==> src/hdl/pms_pkg.sv <==
// Package of constants and types for the power mode sequencer
package pms_pkg;

  // ----------------------------------------------------------------
  // Register map (byte addresses)
  // ----------------------------------------------------------------
  localparam logic [3:0] PMS_ADDR_CTRL   = 4'h0;
  localparam logic [3:0] PMS_ADDR_SLEEP  = 4'h4;
  localparam logic [3:0] PMS_ADDR_WAKEEN = 4'h8;
  localparam logic [3:0] PMS_ADDR_STATUS = 4'hC;

  // ----------------------------------------------------------------
  // Field positions
  // ----------------------------------------------------------------
  // Control register
  localparam int PMS_CTRL_ANA_ON   = 0;
  localparam int PMS_CTRL_XCVR_CLK = 1;
  localparam int PMS_CTRL_FLASH_PD = 2;
  localparam int PMS_CTRL_DOZE     = 3;
  localparam int PMS_CTRL_WT_PD    = 4;
  localparam int PMS_CTRL_CMP_ON   = 5;
  localparam int PMS_CTRL_PCNT_ON  = 6;
  // Sleep request register
  localparam int PMS_SLP_GO        = 0;
  localparam int PMS_SLP_RAM_KEEP  = 1;
  localparam int PMS_SLP_OSC_KEEP  = 2;
  localparam int PMS_SLP_DEEP      = 3;
  // Wake source order
  localparam int PMS_WK_PIN        = 0;
  localparam int PMS_WK_TIMER      = 1;
  localparam int PMS_WK_CMP        = 2;
  localparam int PMS_WK_PCNT       = 3;
  localparam int PMS_WK_N          = 4;
  // Status word
  localparam int PMS_ST_SLEPT      = 0;
  localparam int PMS_ST_RAM_KEPT   = 1;
  localparam int PMS_ST_ANA_ON     = 2;
  localparam int PMS_ST_XCVR_CLK   = 3;
  localparam int PMS_ST_WDOG       = 4;
  localparam int PMS_ST_CLK32_RDY  = 5;
  localparam int PMS_ST_DEEP_EXIT  = 6;
  localparam int PMS_ST_WARM       = 7;
  localparam int PMS_ST_DOZE       = 8;

  // ----------------------------------------------------------------
  // Reset values and timing
  // ----------------------------------------------------------------
  localparam logic [6:0]  PMS_CTRL_RST   = 7'h02;
  localparam logic [3:0]  PMS_WAKEEN_RST = 4'h0;
  localparam logic [15:0] PMS_STATUS_W   = 16'h0000;
  localparam int          PMS_CLK_MHZ    = 40;
  localparam int          PMS_SETTLE_NS  = 250;
  localparam int          PMS_SETTLE_CYC = (PMS_SETTLE_NS * PMS_CLK_MHZ + 999) / 1000;
  localparam int          PMS_RELOAD_NS  = 1000;
  localparam int          PMS_RELOAD_CYC = (PMS_RELOAD_NS * PMS_CLK_MHZ + 999) / 1000;

  // ----------------------------------------------------------------
  // Types
  // ----------------------------------------------------------------
  typedef enum logic [2:0] {
    PMS_RUN    = 3'b000,
    PMS_ENTER  = 3'b001,
    PMS_SLEEP  = 3'b010,
    PMS_DEEP   = 3'b011,
    PMS_WAKE   = 3'b100,
    PMS_RELOAD = 3'b101,
    PMS_DOZE   = 3'b110
  } pms_state_t;

  // Power and clock switches for each domain
  typedef struct packed {
    logic dig_pwr;
    logic ana_pwr;
    logic ram_pwr;
    logic radio_pwr;
    logic osc32_pwr;
    logic wtimer_pwr;
    logic cmp_pwr;
    logic pcnt_pwr;
    logic sysclk_pwr;
    logic xflash_pwr;
    logic xcvr_clk_en;
    logic cpu_clk_en;
    logic pin_hold;
  } pms_pwr_t;

  // Restart indication towards the CPU
  typedef struct packed {
    logic start;
    logic warm;
    logic reload;
  } pms_boot_t;

endpackage : pms_pkg

==> src/hdl/pms_power_mode_sequencer.sv <==
// Power mode sequencer: sleep, deep sleep, doze, domain and clock control
`timescale 1ns/100ps

module pms_power_mode_sequencer #(
  parameter int WAKE_N = pms_pkg::PMS_WK_N
) (
  // Clock and reset
  input  wire logic                  clk,
  input  wire logic                  rst_b,
  // Avalon-MM slave
  input  wire logic [3:0]            avs_address,
  input  wire logic                  avs_read,
  input  wire logic                  avs_write,
  input  wire logic [31:0]           avs_writedata,
  input  wire logic [3:0]            avs_byteenable,
  output logic      [31:0]           avs_readdata,
  output logic                       avs_waitrequest,
  // Wake and interrupt sources from pins and always-on blocks
  input  wire logic [WAKE_N-1:0]     wake_src,
  input  wire logic                  irq_any,
  input  wire logic                  wdog_restart,
  input  wire logic                  clk32_ready,
  // Domain switches and restart indication
  output pms_pkg::pms_pwr_t          pwr,
  output pms_pkg::pms_boot_t         boot
);
  import pms_pkg::*;

  // ----------------------------------------------------------------
  // Declarations
  // ----------------------------------------------------------------
  pms_state_t        state_r;
  pms_state_t        state_nxt;
  logic [6:0]        ctrl_r;
  logic [2:0]        slp_cfg_r;        // Deep, osc keep, RAM keep
  logic [WAKE_N-1:0] wake_en_r;
  logic [WAKE_N-1:0] wake_s1_r;
  logic [WAKE_N-1:0] wake_s2_r;
  logic [WAKE_N-1:0] wake_d_r;
  logic [2:0]        misc_s1_r;
  logic [2:0]        misc_s2_r;
  logic              wake_pend_r;
  logic [7:0]        cnt_r;
  logic              slept_r;
  logic              ram_kept_r;
  logic              deep_exit_r;
  logic              warm_r;
  logic              wdog_r;
  logic              ack_r;
  logic              sleep_req;
  logic              doze_req;
  logic              pin_change;
  logic              wake_hit;
  logic              irq_s;
  logic              clk32_s;
  logic [15:0]       status_w;

  assign irq_s   = misc_s2_r[0];
  assign clk32_s = misc_s2_r[2];
  // Mode requests act at the taking edge, together with the register write
  assign sleep_req = avs_write && ack_r && avs_address == PMS_ADDR_SLEEP
                     && avs_byteenable[0] && avs_writedata[PMS_SLP_GO];
  assign doze_req  = avs_write && ack_r && avs_address == PMS_ADDR_CTRL
                     && avs_byteenable[0] && avs_writedata[PMS_CTRL_DOZE];

  // ----------------------------------------------------------------
  // Input synchronisers
  // ----------------------------------------------------------------
  // Two stages for every outside input
  always_ff @(posedge clk) begin
    if (!rst_b) begin
      wake_s1_r <= '0;
      wake_s2_r <= '0;
      wake_d_r  <= '0;
      misc_s1_r <= '0;
      misc_s2_r <= '0;
    end else begin
      wake_s1_r <= wake_src;
      wake_s2_r <= wake_s1_r;
      wake_d_r  <= wake_s2_r;
      misc_s1_r <= {clk32_ready, wdog_restart, irq_any};
      misc_s2_r <= misc_s1_r;
    end
  end

  assign pin_change = wake_s2_r[PMS_WK_PIN] != wake_d_r[PMS_WK_PIN];
  assign wake_hit   = |(wake_s2_r & wake_en_r);

  // ----------------------------------------------------------------
  // Avalon-MM slave
  // ----------------------------------------------------------------
  // One wait cycle, then acknowledge; waitrequest is a flop of its own
  always_ff @(posedge clk) begin
    if (!rst_b) begin
      ack_r           <= 1'b0;
      avs_waitrequest <= 1'b1;
    end else begin
      ack_r           <= (avs_read || avs_write) && !ack_r;
      avs_waitrequest <= !((avs_read || avs_write) && !ack_r);
    end
  end

  // Software control registers
  always_ff @(posedge clk) begin
    if (!rst_b) begin
      ctrl_r    <= PMS_CTRL_RST;
      slp_cfg_r <= '0;
      wake_en_r <= PMS_WAKEEN_RST;
    end else begin
      if (avs_write && ack_r && avs_byteenable[0]) begin
        case (avs_address)
          PMS_ADDR_CTRL: begin
            ctrl_r[PMS_CTRL_ANA_ON]   <= avs_writedata[PMS_CTRL_ANA_ON];
            ctrl_r[PMS_CTRL_XCVR_CLK] <= avs_writedata[PMS_CTRL_XCVR_CLK];
            ctrl_r[PMS_CTRL_FLASH_PD] <= avs_writedata[PMS_CTRL_FLASH_PD];
            ctrl_r[PMS_CTRL_WT_PD]    <= avs_writedata[PMS_CTRL_WT_PD];
            ctrl_r[PMS_CTRL_CMP_ON]   <= avs_writedata[PMS_CTRL_CMP_ON];
            ctrl_r[PMS_CTRL_PCNT_ON]  <= avs_writedata[PMS_CTRL_PCNT_ON];
          end
          PMS_ADDR_SLEEP: begin
            slp_cfg_r <= avs_writedata[PMS_SLP_DEEP:PMS_SLP_RAM_KEEP];
          end
          PMS_ADDR_WAKEEN: begin
            wake_en_r <= avs_writedata[WAKE_N-1:0];
          end
          default: begin
          end
        endcase
      end else if (state_r == PMS_ENTER) begin
        ctrl_r[PMS_CTRL_ANA_ON] <= 1'b0;
      end
    end
  end

  // Status word
  always_comb begin
    status_w                   = PMS_STATUS_W;
    status_w[PMS_ST_SLEPT]     = slept_r;
    status_w[PMS_ST_RAM_KEPT]  = ram_kept_r;
    status_w[PMS_ST_ANA_ON]    = pwr.ana_pwr;
    status_w[PMS_ST_XCVR_CLK]  = pwr.xcvr_clk_en;
    status_w[PMS_ST_WDOG]      = wdog_r;
    status_w[PMS_ST_CLK32_RDY] = clk32_s;
    status_w[PMS_ST_DEEP_EXIT] = deep_exit_r;
    status_w[PMS_ST_WARM]      = warm_r;
    status_w[PMS_ST_DOZE]      = state_r == PMS_DOZE;
  end

  // Read data, registered at the wait cycle
  always_ff @(posedge clk) begin
    if (!rst_b) begin
      avs_readdata <= '0;
    end else if (avs_read && !ack_r) begin
      case (avs_address)
        PMS_ADDR_CTRL:   avs_readdata <= {25'h000_0000, ctrl_r};
        PMS_ADDR_SLEEP:  avs_readdata <= {28'h000_0000, slp_cfg_r, 1'b0};
        PMS_ADDR_WAKEEN: avs_readdata <= {{(32-WAKE_N){1'b0}}, wake_en_r};
        PMS_ADDR_STATUS: avs_readdata <= {16'h0000, status_w};
        default:         avs_readdata <= '0;
      endcase
    end
  end

  // ----------------------------------------------------------------
  // Mode state machine
  // ----------------------------------------------------------------
  always_comb begin
    state_nxt = state_r;
    case (state_r)
      PMS_RUN: begin
        if (sleep_req) begin
          state_nxt = PMS_ENTER;
        end else if (doze_req) begin
          state_nxt = PMS_DOZE;
        end
      end
      PMS_ENTER: begin
        if (cnt_r == '0) begin
          state_nxt = slp_cfg_r[2] ? PMS_DEEP : PMS_SLEEP;
        end
      end
      PMS_SLEEP: begin
        if (wake_hit || wake_pend_r) begin
          state_nxt = PMS_WAKE;
        end
      end
      PMS_DEEP: begin
        if (pin_change || wake_pend_r) begin
          state_nxt = PMS_WAKE;
        end
      end
      PMS_WAKE: begin
        if (cnt_r == '0) begin
          state_nxt = ram_kept_r ? PMS_RUN : PMS_RELOAD;
        end
      end
      PMS_RELOAD: begin
        if (cnt_r == '0) begin
          state_nxt = PMS_RUN;
        end
      end
      PMS_DOZE: begin
        if (irq_s) begin
          state_nxt = PMS_RUN;
        end
      end
      default: begin
        state_nxt = PMS_RUN;
      end
    endcase
  end

  always_ff @(posedge clk) begin
    if (!rst_b) begin
      state_r <= PMS_RUN;
    end else begin
      state_r <= state_nxt;
    end
  end

  // Settle and reload counter
  always_ff @(posedge clk) begin
    if (!rst_b) begin
      cnt_r <= '0;
    end else if (state_nxt != state_r) begin
      if (state_nxt == PMS_RELOAD) begin
        cnt_r <= 8'(PMS_RELOAD_CYC - 1);
      end else begin
        cnt_r <= 8'(PMS_SETTLE_CYC - 1);
      end
    end else if (cnt_r != '0) begin
      cnt_r <= cnt_r - 8'h01;
    end
  end

  always_ff @(posedge clk) begin
    if (!rst_b) begin
      wake_pend_r <= 1'b0;
    end else if (state_r == PMS_ENTER) begin
      if (slp_cfg_r[2] ? pin_change : wake_hit) begin
        wake_pend_r <= 1'b1;
      end
    end else begin
      wake_pend_r <= 1'b0;
    end
  end

  // ----------------------------------------------------------------
  // Sleep history and status flags
  // ----------------------------------------------------------------
  always_ff @(posedge clk) begin
    if (!rst_b) begin
      slept_r     <= 1'b0;
      ram_kept_r  <= 1'b0;
      deep_exit_r <= 1'b0;
      warm_r      <= 1'b0;
      wdog_r      <= 1'b0;
    end else begin
      // Watchdog restart seen, sticky; set wins over clear
      if (misc_s2_r[1]) begin
        wdog_r <= 1'b1;
      end else if (sleep_req) begin
        wdog_r <= 1'b0;
      end
      if (state_r == PMS_ENTER && state_nxt != PMS_ENTER) begin
        ram_kept_r  <= slp_cfg_r[0] && !slp_cfg_r[2];
        slept_r     <= 1'b0;
        deep_exit_r <= 1'b0;
      end else if (state_r == PMS_WAKE && state_nxt != PMS_WAKE) begin
        slept_r     <= 1'b1;
        deep_exit_r <= slp_cfg_r[2];
        warm_r      <= ram_kept_r;
      end
    end
  end

  // ----------------------------------------------------------------
  // Domain switches
  // ----------------------------------------------------------------
  always_ff @(posedge clk) begin
    if (!rst_b) begin
      pwr  <= '{default: 1'b1, ana_pwr: 1'b0};
      boot <= '0;
    end else begin
      case (state_nxt)
        PMS_SLEEP, PMS_DEEP: begin
          pwr.dig_pwr     <= 1'b0;
          pwr.ana_pwr     <= 1'b0;
          pwr.radio_pwr   <= 1'b0;
          pwr.ram_pwr     <= slp_cfg_r[0] && state_nxt == PMS_SLEEP;
          pwr.osc32_pwr   <= slp_cfg_r[1] && state_nxt == PMS_SLEEP;
          pwr.wtimer_pwr  <= slp_cfg_r[1] && state_nxt == PMS_SLEEP
                             && !ctrl_r[PMS_CTRL_WT_PD];
          pwr.cmp_pwr     <= ctrl_r[PMS_CTRL_CMP_ON] && state_nxt == PMS_SLEEP;
          pwr.pcnt_pwr    <= ctrl_r[PMS_CTRL_PCNT_ON] && state_nxt == PMS_SLEEP;
          pwr.sysclk_pwr  <= state_nxt == PMS_SLEEP;
          pwr.xflash_pwr  <= state_nxt == PMS_SLEEP && !ctrl_r[PMS_CTRL_FLASH_PD];
          pwr.xcvr_clk_en <= 1'b0;
          pwr.cpu_clk_en  <= 1'b0;
          pwr.pin_hold    <= 1'b1;
        end
        PMS_ENTER: begin
          pwr.pin_hold    <= 1'b1;
          pwr.cpu_clk_en  <= 1'b0;
        end
        PMS_DOZE: begin
          pwr.cpu_clk_en  <= 1'b0;
        end
        default: begin
          pwr.dig_pwr     <= 1'b1;
          pwr.radio_pwr   <= 1'b1;
          pwr.ram_pwr     <= 1'b1;
          pwr.osc32_pwr   <= 1'b1;
          pwr.wtimer_pwr  <= 1'b1;
          pwr.cmp_pwr     <= 1'b1;
          pwr.pcnt_pwr    <= 1'b1;
          pwr.sysclk_pwr  <= 1'b1;
          pwr.xflash_pwr  <= !ctrl_r[PMS_CTRL_FLASH_PD];
          pwr.ana_pwr     <= ctrl_r[PMS_CTRL_ANA_ON];
          pwr.xcvr_clk_en <= ctrl_r[PMS_CTRL_XCVR_CLK];
          pwr.cpu_clk_en  <= state_nxt == PMS_RUN;
          pwr.pin_hold    <= state_nxt != PMS_RUN;
        end
      endcase
      boot.reload <= state_nxt == PMS_RELOAD;
      boot.start  <= state_r != PMS_RUN && state_r != PMS_DOZE && state_nxt == PMS_RUN;
      boot.warm   <= ram_kept_r;
    end
  end

endmodule : pms_power_mode_sequencer

==> config.mk <==
export PLATFORM = sky130hd
export DESIGN_NAME = pms_power_mode_sequencer
export DESIGN_NICKNAME = d
export VERILOG_FILES = /design/src/hdl/pms_pkg.sv /design/src/hdl/pms_power_mode_sequencer.sv
export SDC_FILE = /design/constraint.sdc
export NUM_CORES = 1
export LEC_CHECK = 0
export ABC_CLOCK_PERIOD_IN_PS = 7400
export BUFFER_PORTS_ARGS = -buffer_cell sky130_fd_sc_hd__buf_2
export CORE_AREA = 2 2 94 87
export DETAILED_ROUTE_END_ITERATION = 16
export DIE_AREA = 0 0 96 89
export PLACE_DENSITY_LB_ADDON = 0.05
export SLEW_MARGIN = 25
export SYNTH_ARGS = -nofsm -noshare
export SYNTH_HDL_FRONTEND = slang
export SYNTH_SLANG_ARGS = --single-unit
==> constraint.sdc <==
create_clock -name clk -period 7.4 [get_ports clk]
set_input_delay 0.37 -clock clk [delete_from_list [all_inputs] [get_ports clk]]
set_output_delay 0.37 -clock clk [all_outputs]
set_load 0.02 [all_outputs]
==> summary.md, run 1 <==
| Metric | Value |
|---|---|
| Result of the run | `completed` |
| CTS tree | `yes` |
| Area fraction of the dominant cell type after synthesis | `0.433` |
| Largest net degree at the start of global routing | `69` |
| Number of nets with antenna violations after routing | `0` |
| Count of cells along the worst hold path | `2` |
| Leftover overflow at the end of global routing | `0` |
| Final Worst Setup Slack | `4.45 ns` |
| Min Tclk post-route | `2.95 ns` |
| Remaining DRCs | `0` |
| Final-report hold violation count | `0` |
| Setup bufs post-CTS | `0` |
| Endpoint with the worst hold slack | `wake_s1_r[3]` |
| Global-route wire length before repair | `11.9 mm` |
| Buffers plus inverters on the worst setup path | `1` |
| Final Slew Violations | `0` |
| Post-layout nets | `442` |
| Global-route usage over all layers | `0.184` |
| Count of cells resized by post-cts repair | `0` |
| Post-detailed-route wirelength per cell | `14.9 um` |
| Number of port buffers | `48` |
| Share of cells above drive strength 1 | `0.185` |
| Power per cell area | `252 nW/um^2` |
| Number of vias after detailed routing | `2533` |
| Worst setup slack before clock tree synthesis | `4.44 ns` |
| Number of sinks driven by the clock tree | `71` |
| Cell count after synthesis | `348` |
| Fill count | `740` |
| Final setup violation count | `0` |
| Clock latency at the later pin of the worst-skew pair | `0.35 ns` |
| CP Launch Type | `flop` |
| Die area | `8540 sq um` |
| DRT iter0 DRCs | `138` |
| Reg-to-reg setup timing slack | `4.45 ns` |
| Delay-heaviest family, CP | `simple AND/OR/NAND/NOR gates` |
| CTS max path bufs | `2` |
| Critical path fanouts, max | `10` |
| DIE HEIGHT | `89 um` |
| Peak supply drop | `0.000112 V` |
| WP data required | `7.64 ns` |
| Sum of negative setup slack | `0 ns` |
| Detailed Routing Iterations Pass 1 | `4` |
| CTS Hold Buffers Added | `0` |
| Yosys warning count | `0` |
| Number of flops mapped to enable cells by yosys | `0` |
| Largest incremental delay on the critical path | `0.56 ns` |
| Commonest non-fill, non-tap cell in the layout | `sky130_fd_sc_hd__dfxtp_1` |
| Ys flop type | `sky130_fd_sc_hd__dfxtp_1` |
| Cell taking the most area after synthesis | `sky130_fd_sc_hd__dfxtp_1` |
| Proportion of register bits with asynchronous set or reset after synthesis | `0` |
| Worst reg2reg startpoint | `cnt_r[0]` |
| Area Growth Syn to Fin | `12.6%` |
| Leading post-synthesis cells by cell area | `sky130_fd_sc_hd__dfxtp_1 (43%), sky130_fd_sc_hd__buf_4 (5.7%), sky130_fd_sc_hd__nor2b_1 (4.8%)` |
| Peak clock frequency supported by timing | `339 MHz` |
| CTS root buf | `sky130_fd_sc_hd__clkbuf_8` |
| Starting utilization of the core area | `0.440` |
| Site Rows | `30` |
| Number of maximum-capacitance violations | `0` |
| Type of element capturing the critical path | `flop` |
| Count of cell types in the netlist | `57` |
| DRT Wirelength | `7.28 mm` |
| Final Wtd Congestion | `0.838` |
| Yosys reg bits | `71` |
| Synthesized area per cell | `9.44 sq um` |
| Type of the tightest min-delay check | `primary input to flop` |
| Number of buffers inserted during clock tree synthesis | `9` |
| Diode count | `0` |
| Worst setup skew after layout | `0.0110 ns` |
| Netlist area before placement | `3280 sq um` |
| Area inside the core boundary | `7470 sq um` |
| Setup repair after global routing missed its margin | `no` |
| Capture instance of the worst register-to-register path | `pwr[7]` |
| DR vias/cell | `5.17` |
| Die span in x | `96 um` |
| Share of synthesized area occupied by flip-flops and latches | `0.433` |
| Cell leakage power | `1.58 nW` |
| Number of levels in the clock H-tree | `3` |
| R2R cell count | `8` |
| Transition time at the pin with the least slew margin | `0.852 ns` |
| Share of the clock period used by the worst path | `0.399` |
| Via count of the first global-routing pass | `2365` |
| CP max stage cell | `sky130_fd_sc_hd__nor3b_1` |
| Critical path type | `flop to flop` |
| Data arrival time at the worst-slack endpoint | `3.19 ns` |
| Highest-count cells in the layout ignoring fill and taps | `sky130_fd_sc_hd__dfxtp_1 (71), sky130_fd_sc_hd__buf_2 (47), sky130_fd_sc_hd__nor2b_1 (25), sky130_fd_sc_hd__nand2_1 (25), sky130_fd_sc_hd__conb_1 (23)` |
| Critical-path cell list | `inv_1 > ha_1 > nor3b_1 > nand3_1 > and2_1 > a21oi_1 > o21ai_2 > o21a_1` |
| Detailed placement HPWL | `5.18 mm` |
| Rel. slew slack | `0.428` |
| Clk pin slew, worst setup/hold paths | `0.07 ns` |
| Number of antenna violations at the first check in global routing | `0` |
| Hold Crit Start | `wake_src[3]` |
| Total I/O pin count | `100` |
[worst max-delay path by stage]
stage / depth (start not counted) / from / endpoint
floorplan: 9 / cnt_r[0] / pwr[4]
global placement: 8 / cnt_r[0] / pwr[7]
detailed placement: 8 / cnt_r[0] / pwr[7]
CTS: 8 / cnt_r[0] / pwr[7]
global route: 8 / cnt_r[0] / pwr[7]
finish: 8 / cnt_r[0] / pwr[7]
[per-stage QoR]
step                cells  power, mW  cell area (sq um)  hold slack [ns]  utilization
finish                490      0.931               3700            0.228        0.495
global route          490      0.985               3700            0.207        0.495
global placement      475      0.604               3480            0.414        0.466
floorplan             370      0.577               3370            0.412            -
detailed placement    475      0.607               3480            0.417        0.466
CTS                   490      0.942               3690            0.215        0.494
[area by class of cell]
cell class              instances  area (sq um)  share of cell area
multi-input cells             252          1670               0.452
well taps                      96           120              0.0325
flip-flops and latches         71          1420               0.384
clock buffers                  11           141              0.0382
clock inverters                 4          70.1              0.0190
inverters                       8          30.0             0.00812
repair buffers                 48           243              0.0657
[cells in the mapped netlist, types with 3 or more instances]
cell type	count
sky130_fd_sc_hd__nor2b_1	25
sky130_fd_sc_hd__clkbuf_1	10
sky130_fd_sc_hd__nor3b_1	8
sky130_fd_sc_hd__dfxtp_1	71
sky130_fd_sc_hd__nor3_1	9
sky130_fd_sc_hd__buf_2	4
sky130_fd_sc_hd__nor2_1	8
sky130_fd_sc_hd__xor2_1	3
sky130_fd_sc_hd__nand2_1	25
sky130_fd_sc_hd__a21oi_1	7
sky130_fd_sc_hd__inv_1	8
sky130_fd_sc_hd__xnor2_1	4
sky130_fd_sc_hd__o21ai_0	3
sky130_fd_sc_hd__o211ai_1	3
sky130_fd_sc_hd__o21a_1	5
sky130_fd_sc_hd__a22o_1	4
sky130_fd_sc_hd__nand4_1	3
sky130_fd_sc_hd__a2bb2oi_1	4
sky130_fd_sc_hd__a21boi_0	4
sky130_fd_sc_hd__a22oi_1	10
sky130_fd_sc_hd__mux2i_1	13
sky130_fd_sc_hd__o21ai_1	5
sky130_fd_sc_hd__buf_4	25
sky130_fd_sc_hd__and2_1	22
sky130_fd_sc_hd__o211a_1	6
sky130_fd_sc_hd__nand3_1	17
sky130_fd_sc_hd__nand2b_1	4
[worst reg2reg max path, stage by stage, from the launching register on]
cell	delay, ns
sky130_fd_sc_hd__dfxtp_1	0.33
sky130_fd_sc_hd__inv_1	0.09
sky130_fd_sc_hd__ha_1	0.27
sky130_fd_sc_hd__nor3b_1	0.56
sky130_fd_sc_hd__nand3_1	0.50
sky130_fd_sc_hd__and2_1	0.38
sky130_fd_sc_hd__a21oi_1	0.35
sky130_fd_sc_hd__o21ai_2	0.17
sky130_fd_sc_hd__o21a_1	0.21
[kinds of logic (layout without fill, tap and decap cells)]
kind of cell | after synthesis | count (layout) | share of synthesized area
muxes | 16 | 16 | 0.0568
DFF | 71 | 71 | 0.433
AOI/OAI and AO/OA | 68 | 68 | 0.163
and+or+nand+nor | 137 | 137 | 0.240
adders and majority gates | 1 | 1 | 0.00381
buffers and inverters | 47 | 71 | 0.0838
other | 1 | 23 | 0.00114
xor gates and xnor gates | 7 | 7 | 0.0187
[state kept, by name, indices dropped and copies added (netlist names), 3 cells and up]
register,cells
wake_s1_r,4
state_r,3
avs_readdata,9
slp_cfg_r,3
pwr,12
cnt_r,8
misc_s2_r,3
ctrl_r,6
misc_s1_r,3
boot,3
wake_s2_r,4
wake_en_r,4
[power breakdown]
group | total [mW] | internal, mW | switching [mW] | leakage, nW
Clock | 0.334 | 0.196 | 0.137 | 0.109
Combinational | 0.173 | 0.0738 | 0.0993 | 0.894
Sequential | 0.425 | 0.405 | 0.0200 | 0.578
Total | 0.931 | 0.675 | 0.257 | 1.58
[routing by layer]
metal | vias up | wire length, um | GRT usage
met3 | 5 | 367 | 0.0573
met4 | 0 | 56 | 0.0506
met1 | 1182 | 3690 | 0.260
met2 | 69 | 3170 | 0.271
li1 | 1277 | - | -
met5 | - | 0 | 0
Note: power is estimated with default switching activity, not from simulation.
==> inputs of run 2 (changes only) <==
- ABC_CLOCK_PERIOD_IN_PS: 7400 -> 2900
- clock period: 7.4 -> 2.9 ns (I/O delays scaled with it)
==> run 2 against run 1 <==
  * Routed wire length rose by 3.9%
  * Register-to-register slack got worse by 4.2 ns
  * Sequential power rose to 2.5 times the previous value
  * Clock skew is 0.0012 ns lower
  * Sequential share of layout area fell by 1.8 points
  * Clock-buffer cell count is 2 higher
  * Worst setup slack got worse by 4.2 ns
  * Core utilization grew 2.4 points
  * First-iteration DRC count fell by 13%
==> summary.md, run 2 (synthesized netlist as in run 1, its figures left out) <==
| Metric | Value |
|---|---|
| CTS root buf | `sky130_fd_sc_hd__clkbuf_8 (unchanged)` |
| Share of the clock period used by the worst path | `0.898 (was 0.399)` |
| Starting utilization of the core area | `0.440 (unchanged)` |
| Global-route wire length before repair | `12.1 mm (was 11.9 mm)` |
| Hold Crit Start | `avs_writedata[5] (was wake_src[3])` |
| Global-route usage over all layers | `0.187 (was 0.184)` |
| Site Rows | `30 (unchanged)` |
| Type of the tightest min-delay check | `primary input to flop (unchanged)` |
| Total I/O pin count | `100 (unchanged)` |
| Number of antenna violations at the first check in global routing | `0 (unchanged)` |
| Number of nets with antenna violations after routing | `0 (unchanged)` |
| DRT iter0 DRCs | `120 (was 138)` |
| Rel. slew slack | `0.591 (was 0.428)` |
| Area Growth Syn to Fin | `17.9% (was 12.6%)` |
| Number of levels in the clock H-tree | `3 (unchanged)` |
| Max reg flops | `12 (unchanged)` |
| CP Launch Type | `flop (unchanged)` |
| Highest-count cells in the layout ignoring fill and taps | `sky130_fd_sc_hd__dfxtp_1 (71), sky130_fd_sc_hd__buf_2 (48), sky130_fd_sc_hd__nor2b_1 (25), sky130_fd_sc_hd__nand2_1 (25), sky130_fd_sc_hd__conb_1 (23) (was sky130_fd_sc_hd__dfxtp_1 (71), sky130_fd_sc_hd__buf_2 (47), sky130_fd_sc_hd__nor2b_1 (25), sky130_fd_sc_hd__nand2_1 (25), sky130_fd_sc_hd__conb_1 (23))` |
| Detailed Routing Iterations Pass 1 | `4 (unchanged)` |
| CP Launch Point | `cnt_r[0] (unchanged)` |
| Transition time at the pin with the least slew margin | `0.604 ns (was 0.852 ns)` |
| CTS tree | `yes (unchanged)` |
| Sum of negative setup slack | `0 ns (unchanged)` |
| Power per cell area | `635 nW/um^2 (was 252 nW/um^2)` |
| Commonest non-fill, non-tap cell in the layout | `sky130_fd_sc_hd__dfxtp_1 (unchanged)` |
| Type of element capturing the critical path | `flop (unchanged)` |
| Number of port buffers | `48 (unchanged)` |
| Number of maximum-capacitance violations | `0 (unchanged)` |
| Die area | `8540 sq um (unchanged)` |
| Post-detailed-route wirelength per cell | `14.8 um (was 14.9 um)` |
| Share of cells above drive strength 1 | `0.207 (was 0.185)` |
| Critical path type | `flop to flop (unchanged)` |
| Buffers plus inverters on the worst setup path | `1 (unchanged)` |
| CP max stage cell | `sky130_fd_sc_hd__or3b_2 (was sky130_fd_sc_hd__nor3b_1)` |
| Smallest hold slack | `0.0599 ns (was 0.228 ns)` |
| Final Slew Violations | `0 (unchanged)` |
| Clk pin slew, worst setup/hold paths | `0.07 ns (about the same)` |
| Largest net degree at the start of global routing | `36 (was 69)` |
| Die span in x | `96 um (unchanged)` |
| Fill count | `716 (was 740)` |
| Final-report hold violation count | `0 (unchanged)` |
| Number of vias after detailed routing | `2575 (was 2533)` |
| Cell leakage power | `1.68 nW (was 1.58 nW)` |
| CTS max path bufs | `2 (unchanged)` |
| Largest registers | `pwr x12, avs_readdata x9, cnt_r x8 (unchanged)` |
| Area inside the core boundary | `7470 sq um (unchanged)` |
| Number of buffers inserted during clock tree synthesis | `9 (unchanged)` |
| Number of sinks driven by the clock tree | `71 (unchanged)` |
| Diode count | `0 (unchanged)` |
| Data arrival time at the worst-slack endpoint | `2.85 ns (was 3.19 ns)` |
| Final Wtd Congestion | `0.800 (was 0.838)` |
| Critical path fanouts, max | `6 (was 10)` |
| Final setup violation count | `0 (unchanged)` |
| Leftover overflow at the end of global routing | `0 (unchanged)` |
| Peak clock frequency supported by timing | `384 MHz (was 339 MHz)` |
| Peak supply drop | `0.000256 V (was 0.000112 V)` |
| DR vias/cell | `5.04 (was 5.17)` |
| Count of cells resized by post-cts repair | `0 (unchanged)` |
| Worst setup skew after layout | `0.00976 ns (was 0.0110 ns)` |
| DP Cell Count | `488 (was 475)` |
| DIE HEIGHT | `89 um (unchanged)` |
| Worst reg2reg startpoint | `cnt_r[0] (unchanged)` |
| Critical-path cell list | `inv_1 > ha_1 > or3b_2 > o311a_1 > a2111oi_4 > and4b_1 > o21ai_2 > o21a_1 (was inv_1 > ha_1 > nor3b_1 > nand3_1 > and2_1 > a21oi_1 > o21ai_2 > o21a_1)` |
| Min Tclk post-route | `2.60 ns (was 2.95 ns)` |
| Setup repair after global routing missed its margin | `no (unchanged)` |
| Detailed placement HPWL | `5.42 mm (was 5.18 mm)` |
| Delay-heaviest family, CP | `compound AO/OA/AOI/OAI gates (was simple AND/OR/NAND/NOR gates)` |
| Post-layout nets | `462 (was 442)` |
| WP data required | `3.14 ns (was 7.64 ns)` |
| Largest incremental delay on the critical path | `0.48 ns (was 0.56 ns)` |
| Remaining DRCs | `0 (unchanged)` |
| Result of the run | `completed (unchanged)` |
| DRT Wirelength | `7.57 mm (was 7.28 mm)` |
| Via count of the first global-routing pass | `2360 (was 2365)` |
| Non-filler cells, final | `511 (was 490)` |
| Clock latency at the later pin of the worst-skew pair | `0.35 ns (about the same)` |
| Total Power | `2.46 mW (was 0.931 mW)` |
| Top reg by flops | `pwr (unchanged)` |
## run 2: power breakdown
group / internal, mW / switching, mW / total, mW
sequential: 1.03 / 0.0494 / 1.08
combinational: 0.223 / 0.261 / 0.485
clock: 0.531 / 0.363 / 0.894
## run 2: worst paths after layout
kind | end | slack, ns | cells after the start
max reg2reg | pwr[7] | 0.30 | 8
min reg2reg | wake_s2_r[2] | 0.43 | 1
max | pwr[7] | 0.30 | 8
min | ctrl_r[5] | 0.06 | 3
## run 2: cell type report
| type | instances | area [sq um] | share of cell area |
|---|---|---|---|
| inverter | 8 | 30.0 | 0.00775 |
| clock inverter | 3 | 65.1 | 0.0168 |
| timing repair buffer | 68 | 408 | 0.105 |
| tap | 96 | 120 | 0.0310 |
| sequential | 71 | 1420 | 0.367 |
| clock buffer | 13 | 159 | 0.0410 |
| multi-input combinational | 252 | 1670 | 0.431 |
## run 2: worst reg2reg max path, cell delays in order, from the launching register on
cell and delay [ns]:
sky130_fd_sc_hd__dfxtp_1 0.32, sky130_fd_sc_hd__inv_1 0.09, sky130_fd_sc_hd__ha_1 0.27, sky130_fd_sc_hd__or3b_2 0.48, sky130_fd_sc_hd__o311a_1 0.34, sky130_fd_sc_hd__a2111oi_4 0.31, sky130_fd_sc_hd__and4b_1 0.34, sky130_fd_sc_hd__o21ai_2 0.14
sky130_fd_sc_hd__o21a_1 0.21
## run 2: through the flow
step | area [sq um] | util | setup WS, ns
global route | 3870 | 0.519 | 0.168
finish | 3870 | 0.519 | 0.296
floorplan | 3370 | - | 0.570
CTS | 3870 | 0.519 | 0.308
detailed placement | 3580 | 0.479 | 0.333
global placement | 3580 | 0.479 | 0.340
## run 2: repair_timing
action | 4_1_cts | 5_1_grt
hold buffers | 7 | 0
endpoints found under the hold margin | 7 | 0
setup buffers | 0 | 0
## run 2: metal layers
layer | up-vias | global-route usage | routed length, um
met4 | 0 | 0.0468 | 70
met2 | 66 | 0.279 | 3220
met3 | 6 | 0.0624 | 395
met1 | 1183 | 0.262 | 3890
li1 | 1320 | - | -
met5 | - | 0 | 0
